## src/rtl/lgsm_map.svh

```systemverilog
// lgsm_map.svh: register offsets, field positions, reset values and timing counts
// assumes: included by bare name from the pin mux design file
`ifndef LGSM_MAP_SVH
`define LGSM_MAP_SVH

// ==========================================================================
// clock and timing
`define LGSM_CLK_PERIOD_NS 25
`define LGSM_STRAP_SETTLE_NS 200
// least time, rounded up to whole cycles
`define LGSM_STRAP_SETTLE_CYC ((`LGSM_STRAP_SETTLE_NS + `LGSM_CLK_PERIOD_NS - 1) / `LGSM_CLK_PERIOD_NS)

// ==========================================================================
// register byte offsets
`define LGSM_OFS_LIGHT_CONFIG 5'h00
`define LGSM_OFS_GPIO_CONFIG 5'h04
`define LGSM_OFS_GPIO_DATA_DIR 5'h08
`define LGSM_OFS_STRAP_STATUS 5'h0c

// ==========================================================================
// light_config_reg fields
`define LGSM_LCFG_EN_LSB 0
`define LGSM_LCFG_FUNC_LSB 8
`define LGSM_LCFG_EN_RST 2'h3
`define LGSM_LCFG_FUNC_RST 3'h0
// function codes with this bit set use the open-drain/open-source driver
`define LGSM_FUNC_OD_BIT 2

// ==========================================================================
// gpio config and data/direction fields
`define LGSM_GCFG_OD_LSB 0
`define LGSM_GDD_DATA_LSB 0
`define LGSM_GDD_DIR_LSB 8
`define LGSM_GCFG_OD_RST 2'h0
`define LGSM_GDD_DATA_RST 2'h0
`define LGSM_GDD_DIR_RST 2'h0

// ==========================================================================
// strap status fields
`define LGSM_STS_E2P_BIT 0
`define LGSM_STS_P1PHY_BIT 1
`define LGSM_STS_VALID_BIT 2

`endif

```

## src/rtl/lgsm_pkg.sv

```systemverilog
// lgsm_pkg.sv: types shared by the status-light / general pin / strap mux
// assumes: nothing beyond the map header
package lgsm_pkg;

    // ======================================================================
    // strap capture sequence
    typedef enum logic [3:0] {
        lgsm_st_hold = 4'b0001,
        lgsm_st_settle = 4'b0010,
        lgsm_st_sample = 4'b0100,
        lgsm_st_run = 4'b1000
    } lgsm_state_type;

    // ======================================================================
    // all state of the top module
    typedef struct packed {
        lgsm_state_type st;
        logic [3:0] cnt;
        logic [1:0] led_en;
        logic [2:0] func;
        logic [1:0] gpio_od;
        logic [1:0] gpio_dout;
        logic [1:0] gpio_dir;
        logic e2p_strap;
        logic p1phy_strap;
        logic ack;
        logic [31:0] rdata;
        logic [1:0] pin_out;
        logic [1:0] pin_oe;
    } lgsm_regs_type;

    typedef struct packed {
        logic [2:0] meta;
        logic [2:0] sync;
    } lgsm_sync_type;

endpackage

```

## src/rtl/lgsm_sync2.sv

```systemverilog
// lgsm_sync2.sv: two-flip-flop synchroniser for three pin levels
// assumes: ref_clk domain; inputs arrive asynchronously from board pins
`timescale 1ns/10ps
module lgsm_sync2 (
    input wire logic ref_clk,
    input wire logic sys_rst,
    input wire logic [2:0] async_in,
    output logic [2:0] sync_out
);

    // ======================================================================
    // state
    lgsm_pkg::lgsm_sync_type r_q;
    lgsm_pkg::lgsm_sync_type r_d;

    always_comb begin
        r_d.meta = async_in;
        r_d.sync = r_q.meta;
    end

    // reset value 1: strap and reset pins carry pull-ups
    always_ff @(posedge ref_clk) begin
        if (sys_rst) begin
            r_q <= {3'h7, 3'h7};
        end else begin
            r_q <= r_d;
        end
    end

    assign sync_out = r_q.sync;

endmodule

```

## src/rtl/lgsm_pin_cell.sv

```systemverilog
// lgsm_pin_cell.sv: driver choice for one shared pin
// assumes: all inputs are ref_clk-domain levels; caller registers the results
`timescale 1ns/10ps
module lgsm_pin_cell (
    input wire logic drive_ok,
    input wire logic led_mode,
    input wire logic led_on,
    input wire logic led_od,
    input wire logic led_strap,
    input wire logic gpio_od,
    input wire logic gpio_dir,
    input wire logic gpio_dout,
    output logic pin_out,
    output logic pin_oe
);

    // ======================================================================
    // driver mux
    always_comb begin
        pin_out = 1'b0;
        pin_oe = 1'b0;
        if (!drive_ok) begin
            // pins float so only board pulls set the strap
            pin_out = 1'b0;
            pin_oe = 1'b0;
        end else if (led_mode) begin
            if (led_od) begin
                // strap high: sinks when lit; strap low: sources when lit
                pin_out = ~led_strap;
                pin_oe = led_on;
            end else begin
                pin_out = led_on;
                pin_oe = 1'b1;
            end
        end else if (gpio_dir) begin
            if (gpio_od) begin
                pin_out = 1'b0;
                pin_oe = ~gpio_dout;
            end else begin
                pin_out = gpio_dout;
                pin_oe = 1'b1;
            end
        end
    end

endmodule

```

## src/rtl/lgsm_pin_mux.sv

```systemverilog
// lgsm_pin_mux.sv: two shared pins as status light, general pin or reset strap
// assumes: ref_clk at 40 MHz, sys_rst is the power-on reset, light activity
// comes from logic on ref_clk, registers reached over Avalon-MM
//
// Contract
// - pin two drives its light when its enable bit is set, else it is a general pin.
// - pin one drives its light when its enable bit is set, else it is a general pin.
// - in light mode the three-bit function field picks push-pull or open-drain/open-source.
// - open-drain light on pin two takes its polarity from the latched eeprom size strap.
// - open-drain light on pin one takes its polarity from the latched port-one phy strap.
// - as a general pin each pin is a push-pull output, open-drain output or input by register.
// - the eeprom size strap is a hard strap with no software override.
// - a low eeprom size strap selects the 1K to 16K bit range.
// - a high eeprom size strap selects the 32K to 512K bit range.
// - the latched port-one phy strap feeds mode selection of ports zero and one.
// - straps are captured after power-on reset and after each external reset release.
//
// The implementer's own choices: the Avalon-MM slave port and the placing of the registers.
`timescale 1ns/10ps
`include "lgsm_map.svh"
module lgsm_pin_mux (
    input wire logic ref_clk,
    input wire logic sys_rst,
    input wire logic ext_rst_n,
    input wire logic [4:0] avs_address,
    input wire logic avs_read,
    input wire logic avs_write,
    input wire logic [31:0] avs_writedata,
    input wire logic [3:0] avs_byteenable,
    output logic [31:0] avs_readdata,
    output logic avs_waitrequest,
    input wire logic [1:0] light_activity,
    input wire logic [1:0] pin_in,
    output logic [1:0] pin_out,
    output logic [1:0] pin_oe,
    output logic eeprom_large_range,
    output logic port_one_internal_phy_strap,
    output logic strap_valid
);

    // ======================================================================
    // pin synchronisers: index 0 pin one, 1 pin two, 2 external reset
    logic [2:0] pins_sync;

    lgsm_sync2 u_sync (
        .ref_clk(ref_clk),
        .sys_rst(sys_rst),
        .async_in({ext_rst_n, pin_in}),
        .sync_out(pins_sync)
    );

    logic int_rst;
    // internal reset covers power-on and external reset
    assign int_rst = sys_rst | ~pins_sync[2];

    // ======================================================================
    // state
    lgsm_pkg::lgsm_regs_type r_q;
    lgsm_pkg::lgsm_regs_type r_d;

    logic drive_ok;
    logic [1:0] light_mode;
    logic [1:0] light_strap;
    logic [1:0] cell_out;
    logic [1:0] cell_oe;
    logic req;
    logic [31:0] rd_mux;
    logic [31:0] wmask;

    assign drive_ok = (r_q.st == lgsm_pkg::lgsm_st_run);
    assign light_mode = r_q.led_en;
    // pin one polarity from port-one phy strap, pin two from eeprom strap
    assign light_strap = {r_q.e2p_strap, r_q.p1phy_strap};
    assign req = avs_read | avs_write;
    assign wmask = {{8{avs_byteenable[3]}}, {8{avs_byteenable[2]}},
                    {8{avs_byteenable[1]}}, {8{avs_byteenable[0]}}};

    // ======================================================================
    // per-pin driver choice
    genvar gi;
    generate
        for (gi = 0; gi < 2; gi++) begin : g_pin
            lgsm_pin_cell u_cell (
                .drive_ok(drive_ok),
                .led_mode(light_mode[gi]),
                .led_on(light_activity[gi]),
                .led_od(r_q.func[`LGSM_FUNC_OD_BIT]),
                .led_strap(light_strap[gi]),
                .gpio_od(r_q.gpio_od[gi]),
                .gpio_dir(r_q.gpio_dir[gi]),
                .gpio_dout(r_q.gpio_dout[gi]),
                .pin_out(cell_out[gi]),
                .pin_oe(cell_oe[gi])
            );
        end
    endgenerate

    // ======================================================================
    // register read mux
    always_comb begin
        rd_mux = 32'h0000_0000;
        unique case (avs_address)
            `LGSM_OFS_LIGHT_CONFIG: begin
                rd_mux[`LGSM_LCFG_EN_LSB +: 2] = r_q.led_en;
                rd_mux[`LGSM_LCFG_FUNC_LSB +: 3] = r_q.func;
            end
            `LGSM_OFS_GPIO_CONFIG: begin
                rd_mux[`LGSM_GCFG_OD_LSB +: 2] = r_q.gpio_od;
            end
            `LGSM_OFS_GPIO_DATA_DIR: begin
                // input pins read their level, output pins their data bit
                rd_mux[`LGSM_GDD_DATA_LSB +: 2] = (r_q.gpio_dir & r_q.gpio_dout) | (~r_q.gpio_dir & pins_sync[1:0]);
                rd_mux[`LGSM_GDD_DIR_LSB +: 2] = r_q.gpio_dir;
            end
            `LGSM_OFS_STRAP_STATUS: begin
                rd_mux[`LGSM_STS_E2P_BIT] = r_q.e2p_strap;
                rd_mux[`LGSM_STS_P1PHY_BIT] = r_q.p1phy_strap;
                rd_mux[`LGSM_STS_VALID_BIT] = drive_ok;
            end
            default: begin
                rd_mux = 32'h0000_0000;
            end
        endcase
    end

    // ======================================================================
    // next state
    always_comb begin
        r_d = r_q;
        r_d.ack = req & ~r_q.ack;
        if (req & ~r_q.ack) begin
            r_d.rdata = avs_read ? rd_mux : 32'h0000_0000;
        end

        // strap capture sequence; straps are read-only, no write reaches them
        unique case (r_q.st)
            lgsm_pkg::lgsm_st_hold: begin
                r_d.st = lgsm_pkg::lgsm_st_settle;
                r_d.cnt = 4'h0;
            end
            lgsm_pkg::lgsm_st_settle: begin
                r_d.cnt = r_q.cnt + 4'h1;
                if (r_q.cnt == 4'(`LGSM_STRAP_SETTLE_CYC - 1)) begin
                    r_d.st = lgsm_pkg::lgsm_st_sample;
                end
            end
            lgsm_pkg::lgsm_st_sample: begin
                r_d.e2p_strap = pins_sync[1];
                r_d.p1phy_strap = pins_sync[0];
                r_d.st = lgsm_pkg::lgsm_st_run;
            end
            lgsm_pkg::lgsm_st_run: begin
                r_d.st = lgsm_pkg::lgsm_st_run;
            end
            default: begin
                r_d.st = lgsm_pkg::lgsm_st_hold;
            end
        endcase

        // register writes take effect one edge after the edge that ends waitrequest
        if (avs_write & r_q.ack) begin
            unique case (avs_address)
                `LGSM_OFS_LIGHT_CONFIG: begin
                    if (avs_byteenable[0]) begin
                        r_d.led_en = avs_writedata[`LGSM_LCFG_EN_LSB +: 2];
                    end
                    if (avs_byteenable[1]) begin
                        r_d.func = avs_writedata[`LGSM_LCFG_FUNC_LSB +: 3];
                    end
                end
                `LGSM_OFS_GPIO_CONFIG: begin
                    if (wmask[`LGSM_GCFG_OD_LSB]) begin
                        r_d.gpio_od = avs_writedata[`LGSM_GCFG_OD_LSB +: 2];
                    end
                end
                `LGSM_OFS_GPIO_DATA_DIR: begin
                    if (wmask[`LGSM_GDD_DATA_LSB]) begin
                        r_d.gpio_dout = avs_writedata[`LGSM_GDD_DATA_LSB +: 2];
                    end
                    if (wmask[`LGSM_GDD_DIR_LSB]) begin
                        r_d.gpio_dir = avs_writedata[`LGSM_GDD_DIR_LSB +: 2];
                    end
                end
                default: begin
                    r_d.rdata = r_d.rdata;
                end
            endcase
        end

        r_d.pin_out = cell_out;
        r_d.pin_oe = cell_oe;
    end

    // ======================================================================
    // registers
    always_ff @(posedge ref_clk) begin
        if (int_rst) begin
            r_q.st <= lgsm_pkg::lgsm_st_hold;
            r_q.cnt <= 4'h0;
            r_q.led_en <= `LGSM_LCFG_EN_RST;
            r_q.func <= `LGSM_LCFG_FUNC_RST;
            r_q.gpio_od <= `LGSM_GCFG_OD_RST;
            r_q.gpio_dout <= `LGSM_GDD_DATA_RST;
            r_q.gpio_dir <= `LGSM_GDD_DIR_RST;
            r_q.e2p_strap <= 1'b1;
            r_q.p1phy_strap <= 1'b1;
            r_q.ack <= 1'b0;
            r_q.rdata <= 32'h0000_0000;
            r_q.pin_out <= 2'h0;
            r_q.pin_oe <= 2'h0;
        end else begin
            r_q <= r_d;
        end
    end

    // ======================================================================
    // outputs
    assign avs_waitrequest = req & ~r_q.ack;
    assign avs_readdata = r_q.rdata;
    assign pin_out = r_q.pin_out;
    assign pin_oe = r_q.pin_oe;
    assign eeprom_large_range = r_q.e2p_strap;
    assign port_one_internal_phy_strap = r_q.p1phy_strap;
    assign strap_valid = drive_ok;

endmodule

```

## config.mk

```make
export PLATFORM = sky130hd
export DESIGN_NAME = lgsm_pin_mux
export DESIGN_NICKNAME = d
export VERILOG_FILES = /design/src/rtl/lgsm_pkg.sv /design/src/rtl/lgsm_sync2.sv /design/src/rtl/lgsm_pin_cell.sv /design/src/rtl/lgsm_pin_mux.sv
export VERILOG_INCLUDE_DIRS = /design/src /design/src/rtl
export SDC_FILE = /design/constraint.sdc
export NUM_CORES = 1
export LEC_CHECK = 0
export ABC_AREA = 0
export BUFFER_PORTS_ARGS = -buffer_cell sky130_fd_sc_hd__buf_2
export CORE_MARGIN = 2
export CORE_UTILIZATION = 46
export DETAILED_ROUTE_END_ITERATION = 10
export PLACE_DENSITY = 0.89
export SLEW_MARGIN = 20
export SYNTH_ARGS = -nofsm -noshare
export SYNTH_HDL_FRONTEND = slang
export SYNTH_SLANG_ARGS = --single-unit
```

## constraint.sdc

```tcl
create_clock -name ref_clk -period 1.9 [get_ports ref_clk]
set_clock_uncertainty 0.15 [all_clocks]
set_input_delay 0.38 -clock ref_clk [delete_from_list [all_inputs] [get_ports ref_clk]]
set_output_delay 0.38 -clock ref_clk [all_outputs]
set_load 0.02 [all_outputs]
```

==> results.cfg <==
[drt]
first_pass_iters = 4
ant_nets = 0
drc = 0
routed_via_density = 5.161
vias = 1543
wirelength_mm = 3.752
drt_iter0_drc = 82
wl_per_cell_um = 12.55

[power]
p_leak_nw = 0.9388
irDropWorstVdd_uv = 545.2
powerDensity_mw_per_mm2 = 813.7

[timing]
fmax_mhz = 559.6
report.final.slew_viol_count = 0
period_needed_ns = 1.787
rsz0062_at_grt = false
finalSetupViolCount = 0
final.setup.tns_ns = 0
finalCritPeriodShare = 0.9406
finalHoldViolCount = 0

[die]
die_w_um = 69.25
die_h_um = 69.25
ioPinCount = 90
core_mm2 = 0.004058
die_area_mm2 = 0.004795
rows = 23
start_util = 0.4826

[grt]
grt_pass1_vias = 1408
antenna_found_initial = 0
grtUsageTotal = 0.1610
grt_start_max_net_pins = 14
grt_pass1_wl_mm = 6.189
gr-total-overflow = 0

[synth]
synth_top_family_by_area = simple AND/OR/NAND/NOR gates
syn_area_per_cell_um2 = 8.860
synthDistinctLibCells = 45
ys_warn_count = 0
synth_top_cell_by_area = dfxtp_1
synth.area.top_cells = dfxtp_1 (39%), buf_4 (14%), mux2i_1 (4.6%)
synth_mux_area_frac = 0.09393
synth_fa_ha_area_frac = 0.006390
synth-seq-area-share = 0.3885
async_flop_share = 0
synth_ff_type = dfxtp_1
synth-xor-area-share = 0.004473
syn_area_mm2 = 0.001958
synth_common_cells = dfxtp_1 (38), buf_4 (36), nor2_1 (22), nand2_1 (13)
synth-edff-count = 0
post_synth_and_or_nand_nor_area_fraction = 0.2102
synthCells = 221
yosysMostFrequentCell = dfxtp_1
synth_top_area_frac = 0.3885
postSynthRegisterBits = 38
synth_compound_area_frac = 0.1214

[cts]
clock_latency_ns = 0.29
clock_sinks = 38
cts_made_buffers = 5
postCtsSetupRepairBufs = 0
cts_hold_buf = 0
cts_tree = built
cts_max_path_buffers = 2
h-tree-depth = 2
ctsResizeCount = 0
cts.clk_slew.worst_paths_ns = 0.07
clockRootBuffer = clkbuf_8

[finish]
drive_gt1_frac = 0.2570
final_util = 0.5294
fill_cells = 361
design_area_mm2 = 0.002148
diodes = 0
fin_nets = 300
area_delta_synth_final_pct = 9.712

[placement]
numPortBuffers = 34
hpwl_mm = 2.751
dpl_cell_area_mm2 = 0.002036
gp_congestion = 0.7870

[hold_path]
hold_class = in -> reg
min_path_cells = 2
hp-start = ext_rst_n
holdPathEnd = u_sync.r_d[2]

[setup_path]
r2r-start = r_q[40]
critPathLaunchType = flip-flop
reg2reg_depth = 4
r2r_setup_slack_ns = 0.18
reg2reg_to = avs_readdata[1]
crit_type = reg -> out
required_ns = 1.37
worst_ep_arrival_time_ns = 1.26
critPathMaxFanout = 6
endpoint_kind = primary output

[status]
status = complete, no violations

[run]
max-cap-violations = 0
[worst max path at each step]
stage,startpoint,to,slack [ns],depth (start not counted)
2_1_floorplan,avs_address[2],avs_readdata[0],0.29,4
3_3_place_gp,avs_address[1],light_mode[1],0.21,6
3_5_place_dp,avs_address[1],light_mode[1],0.21,6
4_1_cts,r_q[57],strap_valid,0.09,2
5_1_grt,r_q[57],strap_valid,0.04,2
6_report,r_q[57],strap_valid,0.11,2
[registers in the layout (all words and copies together) (netlist names)]
signal and flops:
r_q 18, light_mode 2, u_sync.r_d 3, avs_readdata 6
pin_out 2, pin_oe 2, port_one_internal_phy_strap 1, u_sync.sync_out 3
eeprom_large_range 1
[cells in the final DEF (no fill, tap or decap), types with 6 or more instances in the layout]
cell type / synthesis / routed
or2_2: 6 / 6
buf_4: 36 / 9
buf_2: 3 / 34
nand3_1: 10 / 10
clkbuf_8: 0 / 6
conb_1: 1 / 26
nand2_1: 13 / 13
nor2_1: 22 / 22
inv_1: 6 / 6
mux2i_1: 9 / 9
o21ai_0: 10 / 10
dfxtp_1: 38 / 38
a21oi_1: 10 / 10
[area by class of cell]
class | count | area [um^2] | share of cell area
Timing Repair Buffer | 43 | 237.7 | 0.1107
Clock buffer | 6 | 82.58 | 0.03844
Inverter | 6 | 22.52 | 0.01048
Clock inverter | 1 | 30.03 | 0.01398
Sequential cell | 38 | 760.7 | 0.3541
Tap cell | 50 | 62.56 | 0.02912
Multi-Input combinational cell | 155 | 952.2 | 0.4432
[metrics by stage]
stage                     hold slack, ns  setup WS (ns)  power, mW  instances
after floorplan                   0.2395         0.2873      1.053        246
after global placement            0.2414         0.2079      1.064        292
after detailed placement          0.2444         0.2106      1.071        292
after CTS                         0.1095        0.08642      1.759        299
after global routing              0.1118        0.04471      1.817        299
final                             0.1190         0.1129      1.748        299
[worst max-delay path, stage by stage, from the launching register on]
cell,delay (ns)
dfxtp_1,0.42
nor4b_4,0.32
buf_2,0.23
[cell families after synthesis]
| group | Yosys count |
|---|---|
| xor+xnor | 1 |
| compound gates | 37 |
| buf+inv | 53 |
| mux | 15 |
| flops | 38 |
| simple gates | 75 |
| fa+ha+maj | 1 |
| other cells | 1 |
[layer usage]
layer  global-route usage  share of wire  vias to the layer above
li1                     -              -                      765
met1               0.1780           0.40                      694
met2               0.2607           0.48                       75
met3              0.05523          0.095                        9
met4               0.1068          0.027                        0
met5                    0              0                        -
[power breakdown]
part / leakage (nW) / internal (mW) / switching [mW] / total, mW
logic: 0.573 / 0.0806 / 0.141 / 0.221
clock network: 0.0573 / 0.420 / 0.270 / 0.690
registers: 0.309 / 0.814 / 0.0230 / 0.837
Note: power is estimated with default switching activity, not from simulation.
